$ cat config.mk
export PLATFORM = sky130hd
export DESIGN_NAME = adcsel_top
export DESIGN_NICKNAME = d
export VERILOG_FILES = /design/src/rtl/adcsel_pkg.sv /design/src/rtl/adcsel_top.sv /design/src/rtl/adcsel_clkdiv.sv
export SDC_FILE = /design/constraint.sdc
export NUM_CORES = 1
export LEC_CHECK = 0
export ABC_CLOCK_PERIOD_IN_PS = 7250
export BUFFER_PORTS_ARGS = -buffer_cell sky130_fd_sc_hd__clkbuf_2
export CORE_MARGIN = 2
export CORE_UTILIZATION = 45
export CTS_BUF_LIST = sky130_fd_sc_hd__clkbuf_8 sky130_fd_sc_hd__clkbuf_16
export DETAILED_ROUTE_END_ITERATION = 10
export PLACE_DENSITY_LB_ADDON = 0.1
export SYNTH_ARGS = -nofsm -noshare
export SYNTH_HDL_FRONTEND = slang
export SYNTH_SLANG_ARGS = --single-unit
$ cat constraint.sdc
create_clock -name CLK_IN -period 7.25 [get_ports CLK_IN]
set_input_delay 1.45 -clock CLK_IN [delete_from_list [all_inputs] [get_ports CLK_IN]]
set_output_delay 1.45 -clock CLK_IN [all_outputs]
set_load 0.01 [all_outputs]
$ cat src/rtl/adcsel_pkg.sv
package adcsel_pkg;

  // ****************************************
  // Register map (byte addresses)
  // ****************************************
  localparam logic [7:0] ADDR_CTRL0 = 8'h00;
  localparam logic [7:0] ADDR_CTRL1 = 8'h04;
  localparam logic [7:0] ADDR_CTRL2 = 8'h08;
  localparam logic [7:0] ADDR_PINFS = 8'h0C;
  localparam logic [7:0] ADDR_ROUTE = 8'h10;

  // ****************************************
  // Field positions
  // ****************************************
  // CTRL0
  localparam int START_BIT = 0;
  localparam int BUSY_BIT = 1;
  localparam int IRQF_BIT = 2;
  localparam int PHASE_LSB = 4;
  // CTRL1
  localparam int CHAN_LSB = 0;
  localparam int CLASS_LSB = 4;
  localparam int DIV_LSB = 8;
  // CTRL2
  localparam int REF_LSB = 2;
  localparam int AMPIN_BIT = 4;
  // PINFS: bits 11:0 converter function, bits 27:16 pull-high request
  localparam int PULL_LSB = 16;
  // ROUTE status
  localparam int RREF_LSB = 0;
  localparam int RAMP_BIT = 2;
  localparam int RSRC_LSB = 4;
  localparam int RCH_LSB = 8;
  localparam int RFLOAT_BIT = 12;

  // ****************************************
  // Reset values and timing counts
  // ****************************************
  localparam logic [31:0] RESET_WORD = 32'h0000_0000;
  localparam logic [3:0] SAMPLE_PERIODS = 4'h4;
  localparam logic [3:0] CONVERT_PERIODS = 4'hC;
  localparam int NUM_PINS = 12;

  // Reference routes
  localparam logic [1:0] REF_SUPPLY = 2'h0;
  localparam logic [1:0] REF_PIN = 2'h1;
  localparam logic [1:0] REF_AMP = 2'h2;

  // Converter input source codes
  localparam logic [3:0] SRC_EXT = 4'h0;
  localparam logic [3:0] SRC_VDD1 = 4'h1;
  localparam logic [3:0] SRC_VDD2 = 4'h2;
  localparam logic [3:0] SRC_VDD4 = 4'h3;
  localparam logic [3:0] SRC_AMP1 = 4'h5;
  localparam logic [3:0] SRC_AMP2 = 4'h6;
  localparam logic [3:0] SRC_AMP4 = 4'h7;
  localparam logic [3:0] SRC_GND = 4'h8;
  localparam logic [3:0] SRC_FLOAT = 4'hF;

  typedef enum logic [1:0] {
    ADCSEL_IDLE,
    ADCSEL_SAMPLE,
    ADCSEL_CONVERT
  } adcsel_state_t;

endpackage

$ cat src/rtl/adcsel_top.sv
// Our own choices: the register offsets and the AHB-Lite interface to the registers.
`timescale 1ns/10ps
`default_nettype none

// What this block does
// - Reference: 00 supply, 01 external pin, 1x amplifier output.
// - Internal reference wins over the external reference pin.
// - Amplifier input: external pin when select bit clear, bandgap when set.
// - Both amplifier inputs selected: bandgap only.
// - Converter-input pin function disables all other pin functions.
// - Pull-high removed while a pin is a converter input.
// - Converter-input function overrides the port direction control.
// - Classes 0000, 0100, 1100-1111 convert pin chosen by channel 0-11.
// - Channel 12-15 on external class leaves the input floating.
// - Classes 0001-0011 convert supply at 1, 1/2, 1/4.
// - Classes 0101-0111 convert amplifier output at 1, 1/2, 1/4.
// - Classes 1000-1011 are reserved and ground the input.
// - Internal signal wins; external path switched off.
// - Sampling lasts 4 converter clocks, conversion 12.
// - Conversion runs in hardware without software help.
// - Start bit low-high-low pulse begins a conversion.
// - Busy set at start, cleared at end, irq flag raised at end.
// - Converter clock is system clock over 2**divider, 000 to 111.
module adcsel_top
  import adcsel_pkg::*;
#(
  parameter int NPINS = 12
) (
  input wire logic CLK_IN,
  input wire logic SYS_RST_IN,
  input wire logic HSEL_IN,
  input wire logic [31:0] HADDR_IN,
  input wire logic [1:0] HTRANS_IN,
  input wire logic HWRITE_IN,
  input wire logic [2:0] HSIZE_IN,
  input wire logic [31:0] HWDATA_IN,
  input wire logic HREADY_IN,
  input wire logic [NPINS-1:0] PORT_OE_IN,
  output logic [31:0] HRDATA_OUT,
  output logic HREADYOUT_OUT,
  output logic HRESP_OUT,
  output logic [1:0] REF_ROUTE_OUT,
  output logic AMP_BANDGAP_OUT,
  output logic [3:0] SRC_ROUTE_OUT,
  output logic [NPINS-1:0] CHAN_ENABLE_OUT,
  output logic [NPINS-1:0] PIN_ALT_EN_OUT,
  output logic [NPINS-1:0] PIN_PULL_EN_OUT,
  output logic [NPINS-1:0] PIN_OE_OUT,
  output logic SAMPLE_OUT,
  output logic CONVERT_OUT,
  output logic BUSY_OUT,
  output logic IRQ_FLAG_OUT
);
  import adcsel_pkg::*;

  // ****************************************
  // Bus slave state
  // ****************************************
  logic wr_pend, next_wr_pend;
  logic [7:0] wr_addr, next_wr_addr;
  logic [31:0] next_rdata;
  logic start_bit, next_start_bit;
  logic irq_flag, next_irq_flag;
  logic [3:0] channel_select, next_channel_select;
  logic [3:0] input_class_select, next_input_class_select;
  logic [2:0] converter_clock_divider, next_converter_clock_divider;
  logic [1:0] reference_source_select, next_reference_source_select;
  logic amp_input_select, next_amp_input_select;
  logic [NPINS-1:0] pin_function_select, next_pin_function_select;
  logic [NPINS-1:0] pull_request, next_pull_request;
  logic start_pulse, done_pulse;

  // ****************************************
  // Sequencer state
  // ****************************************
  adcsel_state_t state, next_state;
  logic [3:0] period_cnt, next_period_cnt;
  logic [1:0] ref_route, next_ref_route;
  logic amp_bg, next_amp_bg;
  logic [3:0] src_route, next_src_route;
  logic [NPINS-1:0] chan_en, next_chan_en;
  logic [3:0] live_src;
  logic [NPINS-1:0] live_chan;
  logic tick, busy;

  assign busy = (state != ADCSEL_IDLE);

  // Address phase capture and register writes
  always_comb begin
    next_wr_pend = 1'b0;
    next_wr_addr = wr_addr;
    next_rdata = 32'h0000_0000;
    next_start_bit = start_bit;
    next_irq_flag = irq_flag;
    next_channel_select = channel_select;
    next_input_class_select = input_class_select;
    next_converter_clock_divider = converter_clock_divider;
    next_reference_source_select = reference_source_select;
    next_amp_input_select = amp_input_select;
    next_pin_function_select = pin_function_select;
    next_pull_request = pull_request;
    start_pulse = 1'b0;
    if (wr_pend) begin
      case (wr_addr)
        ADDR_CTRL0: begin
          next_start_bit = HWDATA_IN[START_BIT];
          // Falling edge of the start bit after a rise launches the sequence
          start_pulse = start_bit && !HWDATA_IN[START_BIT];
          next_irq_flag = irq_flag && HWDATA_IN[IRQF_BIT]; // Zero clears, one keeps
        end
        ADDR_CTRL1: begin
          next_channel_select = HWDATA_IN[CHAN_LSB +: 4];
          next_input_class_select = HWDATA_IN[CLASS_LSB +: 4];
          next_converter_clock_divider = HWDATA_IN[DIV_LSB +: 3];
        end
        ADDR_CTRL2: begin
          next_reference_source_select = HWDATA_IN[REF_LSB +: 2];
          next_amp_input_select = HWDATA_IN[AMPIN_BIT];
        end
        ADDR_PINFS: begin
          next_pin_function_select = HWDATA_IN[NPINS-1:0];
          next_pull_request = HWDATA_IN[PULL_LSB +: NPINS];
        end
        default: ;
      endcase
    end
    // Completion sets the flag; set beats a same-cycle clear
    next_irq_flag = next_irq_flag || done_pulse;
    if (HSEL_IN && HREADY_IN && HTRANS_IN[1]) begin
      next_wr_pend = HWRITE_IN;
      next_wr_addr = HADDR_IN[7:0];
      if (!HWRITE_IN) begin
        case (HADDR_IN[7:0])
          ADDR_CTRL0: begin
            next_rdata[START_BIT] = start_bit;
            next_rdata[BUSY_BIT] = busy;
            next_rdata[IRQF_BIT] = irq_flag;
            next_rdata[PHASE_LSB +: 2] = state;
          end
          ADDR_CTRL1: begin
            next_rdata[CHAN_LSB +: 4] = channel_select;
            next_rdata[CLASS_LSB +: 4] = input_class_select;
            next_rdata[DIV_LSB +: 3] = converter_clock_divider;
          end
          ADDR_CTRL2: begin
            next_rdata[REF_LSB +: 2] = reference_source_select;
            next_rdata[AMPIN_BIT] = amp_input_select;
          end
          ADDR_PINFS: begin
            next_rdata[NPINS-1:0] = pin_function_select;
            next_rdata[PULL_LSB +: NPINS] = pull_request;
          end
          ADDR_ROUTE: begin
            next_rdata[RREF_LSB +: 2] = ref_route;
            next_rdata[RAMP_BIT] = amp_bg;
            next_rdata[RSRC_LSB +: 4] = src_route;
            next_rdata[RCH_LSB +: 4] = channel_select;
            next_rdata[RFLOAT_BIT] = (src_route == SRC_FLOAT);
          end
          default: ;
        endcase
      end
    end
  end

  always_ff @(posedge CLK_IN or posedge SYS_RST_IN) begin
    if (SYS_RST_IN) begin
      wr_pend <= 1'b0;
      wr_addr <= 8'h00;
      HRDATA_OUT <= RESET_WORD;
      HREADYOUT_OUT <= 1'b1;
      HRESP_OUT <= 1'b0;
      start_bit <= 1'b0;
      irq_flag <= 1'b0;
      channel_select <= 4'h0;
      input_class_select <= 4'h0;
      converter_clock_divider <= 3'h0;
      reference_source_select <= 2'h0;
      amp_input_select <= 1'b0;
      pin_function_select <= '0;
      pull_request <= '0;
    end else begin
      wr_pend <= next_wr_pend;
      wr_addr <= next_wr_addr;
      HRDATA_OUT <= next_rdata;
      HREADYOUT_OUT <= 1'b1; // Zero-wait slave, always OKAY
      HRESP_OUT <= 1'b0;
      start_bit <= next_start_bit;
      irq_flag <= next_irq_flag;
      channel_select <= next_channel_select;
      input_class_select <= next_input_class_select;
      converter_clock_divider <= next_converter_clock_divider;
      reference_source_select <= next_reference_source_select;
      amp_input_select <= next_amp_input_select;
      pin_function_select <= next_pin_function_select;
      pull_request <= next_pull_request;
    end
  end

  // ****************************************
  // Converter clock
  // ****************************************
  adcsel_clkdiv #(
    .DIV_W(3)
  ) u_clkdiv (
    .clk_in(CLK_IN),
    .rst_in(SYS_RST_IN),
    .restart_in(start_pulse),
    .div_sel_in(converter_clock_divider),
    .tick_out(tick)
  );

  // ****************************************
  // Input source decode
  // ****************************************
  // Internal classes take priority and switch the pins off
  always_comb begin
    live_chan = '0;
    case (input_class_select)
      4'h1: live_src = SRC_VDD1;
      4'h2: live_src = SRC_VDD2;
      4'h3: live_src = SRC_VDD4;
      4'h5: live_src = SRC_AMP1;
      4'h6: live_src = SRC_AMP2;
      4'h7: live_src = SRC_AMP4;
      4'h8, 4'h9, 4'hA, 4'hB: live_src = SRC_GND;
      default: begin // External classes 0000, 0100, 1100-1111
        if (channel_select < 4'(NPINS)) begin
          live_src = SRC_EXT;
          live_chan[channel_select] = 1'b1;
        end else begin
          live_src = SRC_FLOAT;
        end
      end
    endcase
  end

  // ****************************************
  // Conversion sequencer
  // ****************************************
  always_comb begin
    next_state = state;
    next_period_cnt = period_cnt;
    next_ref_route = ref_route;
    next_amp_bg = amp_bg;
    next_src_route = src_route;
    next_chan_en = chan_en;
    done_pulse = 1'b0;
    // Routing tracks software while idle, latched by a start, frozen until the end
    if (!busy || start_pulse) begin
      next_ref_route = reference_source_select[1] ? REF_AMP :
                       reference_source_select;
      next_amp_bg = amp_input_select;
      next_src_route = live_src;
      next_chan_en = live_chan;
    end
    if (start_pulse) begin
      // Restart from sampling whatever phase is running
      next_state = ADCSEL_SAMPLE;
      next_period_cnt = 4'h0;
    end else if (tick) begin
      case (state)
        ADCSEL_SAMPLE: begin
          if (period_cnt == SAMPLE_PERIODS - 4'h1) begin
            next_state = ADCSEL_CONVERT;
            next_period_cnt = 4'h0;
          end else begin
            next_period_cnt = period_cnt + 4'h1;
          end
        end
        ADCSEL_CONVERT: begin
          if (period_cnt == CONVERT_PERIODS - 4'h1) begin
            next_state = ADCSEL_IDLE;
            next_period_cnt = 4'h0;
            done_pulse = 1'b1;
          end else begin
            next_period_cnt = period_cnt + 4'h1;
          end
        end
        ADCSEL_IDLE: ;
        default: begin
          next_state = ADCSEL_IDLE;
        end
      endcase
    end
  end

  always_ff @(posedge CLK_IN or posedge SYS_RST_IN) begin
    if (SYS_RST_IN) begin
      state <= ADCSEL_IDLE;
      period_cnt <= 4'h0;
      ref_route <= REF_SUPPLY;
      amp_bg <= 1'b0;
      src_route <= SRC_EXT;
      chan_en <= '0;
    end else begin
      state <= next_state;
      period_cnt <= next_period_cnt;
      ref_route <= next_ref_route;
      amp_bg <= next_amp_bg;
      src_route <= next_src_route;
      chan_en <= next_chan_en;
    end
  end

  // ****************************************
  // Output registers and pin overrides
  // ****************************************
  always_ff @(posedge CLK_IN or posedge SYS_RST_IN) begin
    if (SYS_RST_IN) begin
      REF_ROUTE_OUT <= REF_SUPPLY;
      AMP_BANDGAP_OUT <= 1'b0;
      SRC_ROUTE_OUT <= SRC_EXT;
      CHAN_ENABLE_OUT <= '0;
      PIN_ALT_EN_OUT <= '0;
      PIN_PULL_EN_OUT <= '0;
      PIN_OE_OUT <= '0;
      SAMPLE_OUT <= 1'b0;
      CONVERT_OUT <= 1'b0;
      BUSY_OUT <= 1'b0;
      IRQ_FLAG_OUT <= 1'b0;
    end else begin
      REF_ROUTE_OUT <= next_ref_route;
      AMP_BANDGAP_OUT <= next_amp_bg;
      SRC_ROUTE_OUT <= next_src_route;
      CHAN_ENABLE_OUT <= next_chan_en;
      // Converter function disables other use, pull-high and drive
      PIN_ALT_EN_OUT <= ~next_pin_function_select;
      PIN_PULL_EN_OUT <= next_pull_request & ~next_pin_function_select;
      PIN_OE_OUT <= PORT_OE_IN & ~next_pin_function_select;
      SAMPLE_OUT <= (next_state == ADCSEL_SAMPLE);
      CONVERT_OUT <= (next_state == ADCSEL_CONVERT);
      BUSY_OUT <= (next_state != ADCSEL_IDLE);
      IRQ_FLAG_OUT <= next_irq_flag;
    end
  end
endmodule

`default_nettype wire

$ cat src/rtl/adcsel_clkdiv.sv
`timescale 1ns/10ps
`default_nettype none

// ****************************************
// Converter clock tick generator
// ****************************************
module adcsel_clkdiv #(
  parameter int DIV_W = 3
) (
  input wire logic clk_in,
  input wire logic rst_in,
  input wire logic restart_in,
  input wire logic [DIV_W-1:0] div_sel_in,
  output logic tick_out
);
  logic [7:0] count;
  logic [7:0] next_count;
  logic [7:0] limit;
  logic next_tick;

  // Tick once every 2**div_sel system clocks
  always_comb begin
    limit = 8'((9'h001 << div_sel_in) - 9'h001);
    next_tick = 1'b0;
    if (restart_in) begin
      next_count = 8'h00;
    end else if (count >= limit) begin
      next_count = 8'h00;
      next_tick = 1'b1;
    end else begin
      next_count = count + 8'h01;
    end
  end

  always_ff @(posedge clk_in or posedge rst_in) begin
    if (rst_in) begin
      count <= 8'h00;
      tick_out <= 1'b0;
    end else begin
      count <= next_count;
      tick_out <= next_tick;
    end
  end
endmodule

`default_nettype wire

==> results by stage <==
Run status:
- The run finished with clean final reports.

Worst hold path:
- The worst hold path belongs to the class register to register.
- The worst hold path startpoint is pull_request[7].
- The instance count along the most critical hold path is 1.
- The endpoint of the worst hold path is HRDATA_OUT[23].

Logic synthesis:
- By instance count, the leading cell after synthesis is sky130_fd_sc_hd__dfrtp_1.
- Summed over all instances, the cell type with the most area after synthesis is sky130_fd_sc_hd__dfrtp_1.
- The share of synthesized registers carrying an async set or reset is 100%.
- The share of the Yosys chip area taken by registers is 58.3%.
- Sorting the synthesized cells by area gives the leading types as sky130_fd_sc_hd__dfrtp_1 (58%), sky130_fd_sc_hd__mux2_2 (7.7%), sky130_fd_sc_hd__mux2i_1 (2.7%), sky130_fd_sc_hd__and2_1 (2.6%), sky130_fd_sc_hd__o21ai_0 (2.1%).
- The Yosys step of the flow raised 0 warnings.
- The dominant synthesized flop cell is sky130_fd_sc_hd__dfrtp_1.
- The proportion of netlist area held by the largest area contributor is 58.3%.
- The number of flip-flops and latches in the synthesized netlist is 147.
- Counting every instance in the synthesized netlist gives 527.
- Ranked by instance count, the synthesized netlist is headed by sky130_fd_sc_hd__dfrtp_1 (147), sky130_fd_sc_hd__mux2_2 (43), sky130_fd_sc_hd__o21ai_0 (27).
- Averaged over all synthesized cells, the footprint is 12.0 µm².
- The number of unique standard cell types used by synthesis is 59.
- The synthesized netlist occupies a cell area of 6310 µm².
- Yosys mapped a number of flops with a built-in enable equal to 0.

Setup path:
- Data arrives at the worst endpoint at 3150 ps.
- The end of the worst register-to-register path is PIN_OE_OUT[1].
- The data required time of the worst path is 7590 ps.
- The start-to-end type of the worst setup path is input port to register.
- STA classifies the critical path endpoint as a register.
- Measured in cells, the most critical reg-to-reg path has a length of 4.
- STA classifies the critical path startpoint as an input port.
- In this run the critical register-to-register path is launched from wr_addr[4].
- In this run the worst path has a maximum fanout of 13.
- Across all register-to-register paths, the minimum setup slack is 4510 ps.

Global routing:
- The first global-routing pass estimated 21400 µm of wire.
- After global routing the overflow that remains totals 0.
- The global-route usage over all layers is 18.9%.
- The initial antenna violation count is 0.
- The largest net degree at the start of global routing is 96.
- The number of global-route vias before repair came to 4261.

Route:
- After detailed routing, the average wire length per cell comes to 16.1 µm.
- The total number of vias is 4329.
- The number of iterations in the first detailed-routing pass is 4.
- In the routed design, unresolved DRC markers number 0.
- The final layout contains routed wiring with a total length of 13700 µm.
- The initial detailed-routing violation count is 229.
- The number of nets with antenna violations after routing is 0.
- Using the TritonRoute via totals, the vias-per-cell ratio works out to 5.09.

Layout:
- The count of fill cells added during filler insertion is 1216.
- In the final layout, the share of cells above drive strength 1 is 32.8%.
- Relative to the synthesized area, the layout overhead comes to 21.8%.
- The net count reported at finish is 753.
- The antenna diode instance count is 0.

Timing:
- The post-route worst hold slack is 503 ps.
- The transition time at the pin with the least slew margin is 1130 ps.
- The number of hold violations in the final report is 0.
- The clock skew after layout is 9.48 ps.
- The worst slew margin relative to its limit is 24.3%.
- The number of pins with negative max-slew slack in the final report was 0.
- The accumulated negative setup slack is 0 ps.
- Dividing the final minimum period by the clock period gives 38.7%.
- The maximum clock rate is 356 MHz.
- Setup repair after global routing left no endpoint under its margin.
- The clock period minus worst slack is 2810 ps.
- Setup violations remaining at the end of the flow were counted as 0.

Floorplanning:
- Measured along the y axis, the die boundary spans 122 µm.
- The core region area is 13800 µm².
- In this run the core area contains 43 standard-cell rows.
- The die footprint is 15000 µm².
- The width of the die is 122 µm.
- The initial core utilization is 45.8%.
- The top-level port count is 179.

Clock network:
- For this design, the sink count on the clock tree is 147.
- The cell at the root of the clock tree is sky130_fd_sc_hd__clkbuf_16.
- The count of buffers added by post-CTS timing repair for setup is 0.
- In this run the deepest clock path goes through 2 buffers.
- The total clock buffers created by CTS is 17.
- In this run the number of H-tree levels came out at 4.
- The clock tree from TritonCTS is yes.
- The clock insertion delay at the later pin of the skew report is 430 ps.
- The count of hold-fix buffers inserted at cts is 0.
- Clock-pin slew was measured on the worst setup and hold paths at 60 ps.
- The number of gates resized after CTS was 0.

Power and ir drop:
- The final total power is 2.17 mW.
- The cell area power density is 282 nW/µm².
- The worst-case vdd ir drop is 157 µV.
- The leakage power is 3.81 nW.

Placed design:
- Input and output buffers added on the ports amount to 133.
- The routability congestion estimate is 0.883.
- The wire-length estimate of the detail-placed layout is 9860 µm.

Run:
- The max-capacitance violation count is 0.
## metrics by stage
stage | std cells | util [%] | cell area [µm²] | setup slack, ps
2_1_floorplan | 535 | - | 6340 | 1850
3_3_place_gp | 818 | 51.5 | 7090 | 4010
3_5_place_dp | 818 | 51.5 | 7090 | 3990
4_1_cts | 850 | 55.8 | 7690 | 4430
5_1_grt | 850 | 55.8 | 7690 | 4230
6_report | 850 | 55.8 | 7690 | 4440
## worst max-delay path, stage by stage
cell and delay (ps):
sky130_fd_sc_hd__clkbuf_2 250, sky130_fd_sc_hd__nor2b_1 650, sky130_fd_sc_hd__nor4bb_1 370, sky130_fd_sc_hd__buf_4 210, sky130_fd_sc_hd__nand2_1 70, sky130_fd_sc_hd__a21oi_1 140
## cell type report
class | instances | area (µm²) | share of cell area [%]
inverter | 20 | 80.1 | 1.04
sequential | 147 | 3680 | 47.8
timing repair buffer | 135 | 681 | 8.85
multi-input combinational | 336 | 2420 | 31.5
clock buffer | 20 | 467 | 6.07
clock inverter | 12 | 138 | 1.79
tap | 180 | 225 | 2.93
## flip-flops by register name, indices dropped and copies added, names as in the netlist, 12 cells and up
name	count
CHAN_ENABLE_OUT	12
pin_function_select	12
PIN_PULL_EN_OUT	12
HRDATA_OUT	25
PIN_OE_OUT	12
PIN_ALT_EN_OUT	12
pull_request	12
## cells in the final DEF (no fill, tap or decap), drive strengths merged, types with 10 or more instances in the layout
master	instances
a21oi	14
and2	28
clkbuf	153
conb	10
dfrtp	147
ha	10
inv	24
mux2	43
mux2i	17
nand2	17
nand2b	20
nand3	23
nand3b	13
nor2	22
nor3	16
o21ai	28
## where the power goes
group | total (mW) | internal (mW) | switching [mW]
logic | 0.321 | 0.137 | 0.184
clock network | 0.885 | 0.562 | 0.323
registers | 0.966 | 0.893 | 0.0730
## kinds of logic (layout without fill, tap and decap cells)
family | Yosys count | after routing | share of synthesized area (%)
adders and majority gates | 10 | 10 | 1.98
other | 2 | 10 | 0.119
buffers and inverters | 52 | 187 | 3.94
xor gates and xnor gates | 7 | 7 | 0.971
and+or+nand+nor | 170 | 170 | 16.0
DFF | 147 | 147 | 58.3
muxes | 61 | 61 | 10.7
AOI/OAI and AO/OA | 78 | 78 | 8.04
## worst max path at each step
stage / startpoint / to / slack (ps) / depth (start not counted)
global placement: HADDR_IN[2] / HRDATA_OUT[1] / 4010 / 6
global route: HADDR_IN[2] / HRDATA_OUT[1] / 4230 / 6
detailed placement: HADDR_IN[2] / HRDATA_OUT[1] / 3990 / 6
CTS: HADDR_IN[2] / HRDATA_OUT[1] / 4430 / 6
floorplan: SYS_RST_IN / AMP_BANDGAP_OUT / 1850 / 1
finish: HADDR_IN[2] / HRDATA_OUT[1] / 4440 / 6
## per-layer routing
metal | GRT usage [%] | vias up | part of all wire, %
li1 | - | 2085 | -
met1 | 24.9 | 2095 | 45
met2 | 29.1 | 127 | 47
met3 | 5.48 | 22 | 6.5
met4 | 8.26 | 0 | 1.8
met5 | 0 | - | 0
No activity file was read; power rests on OpenSTA's default activity.
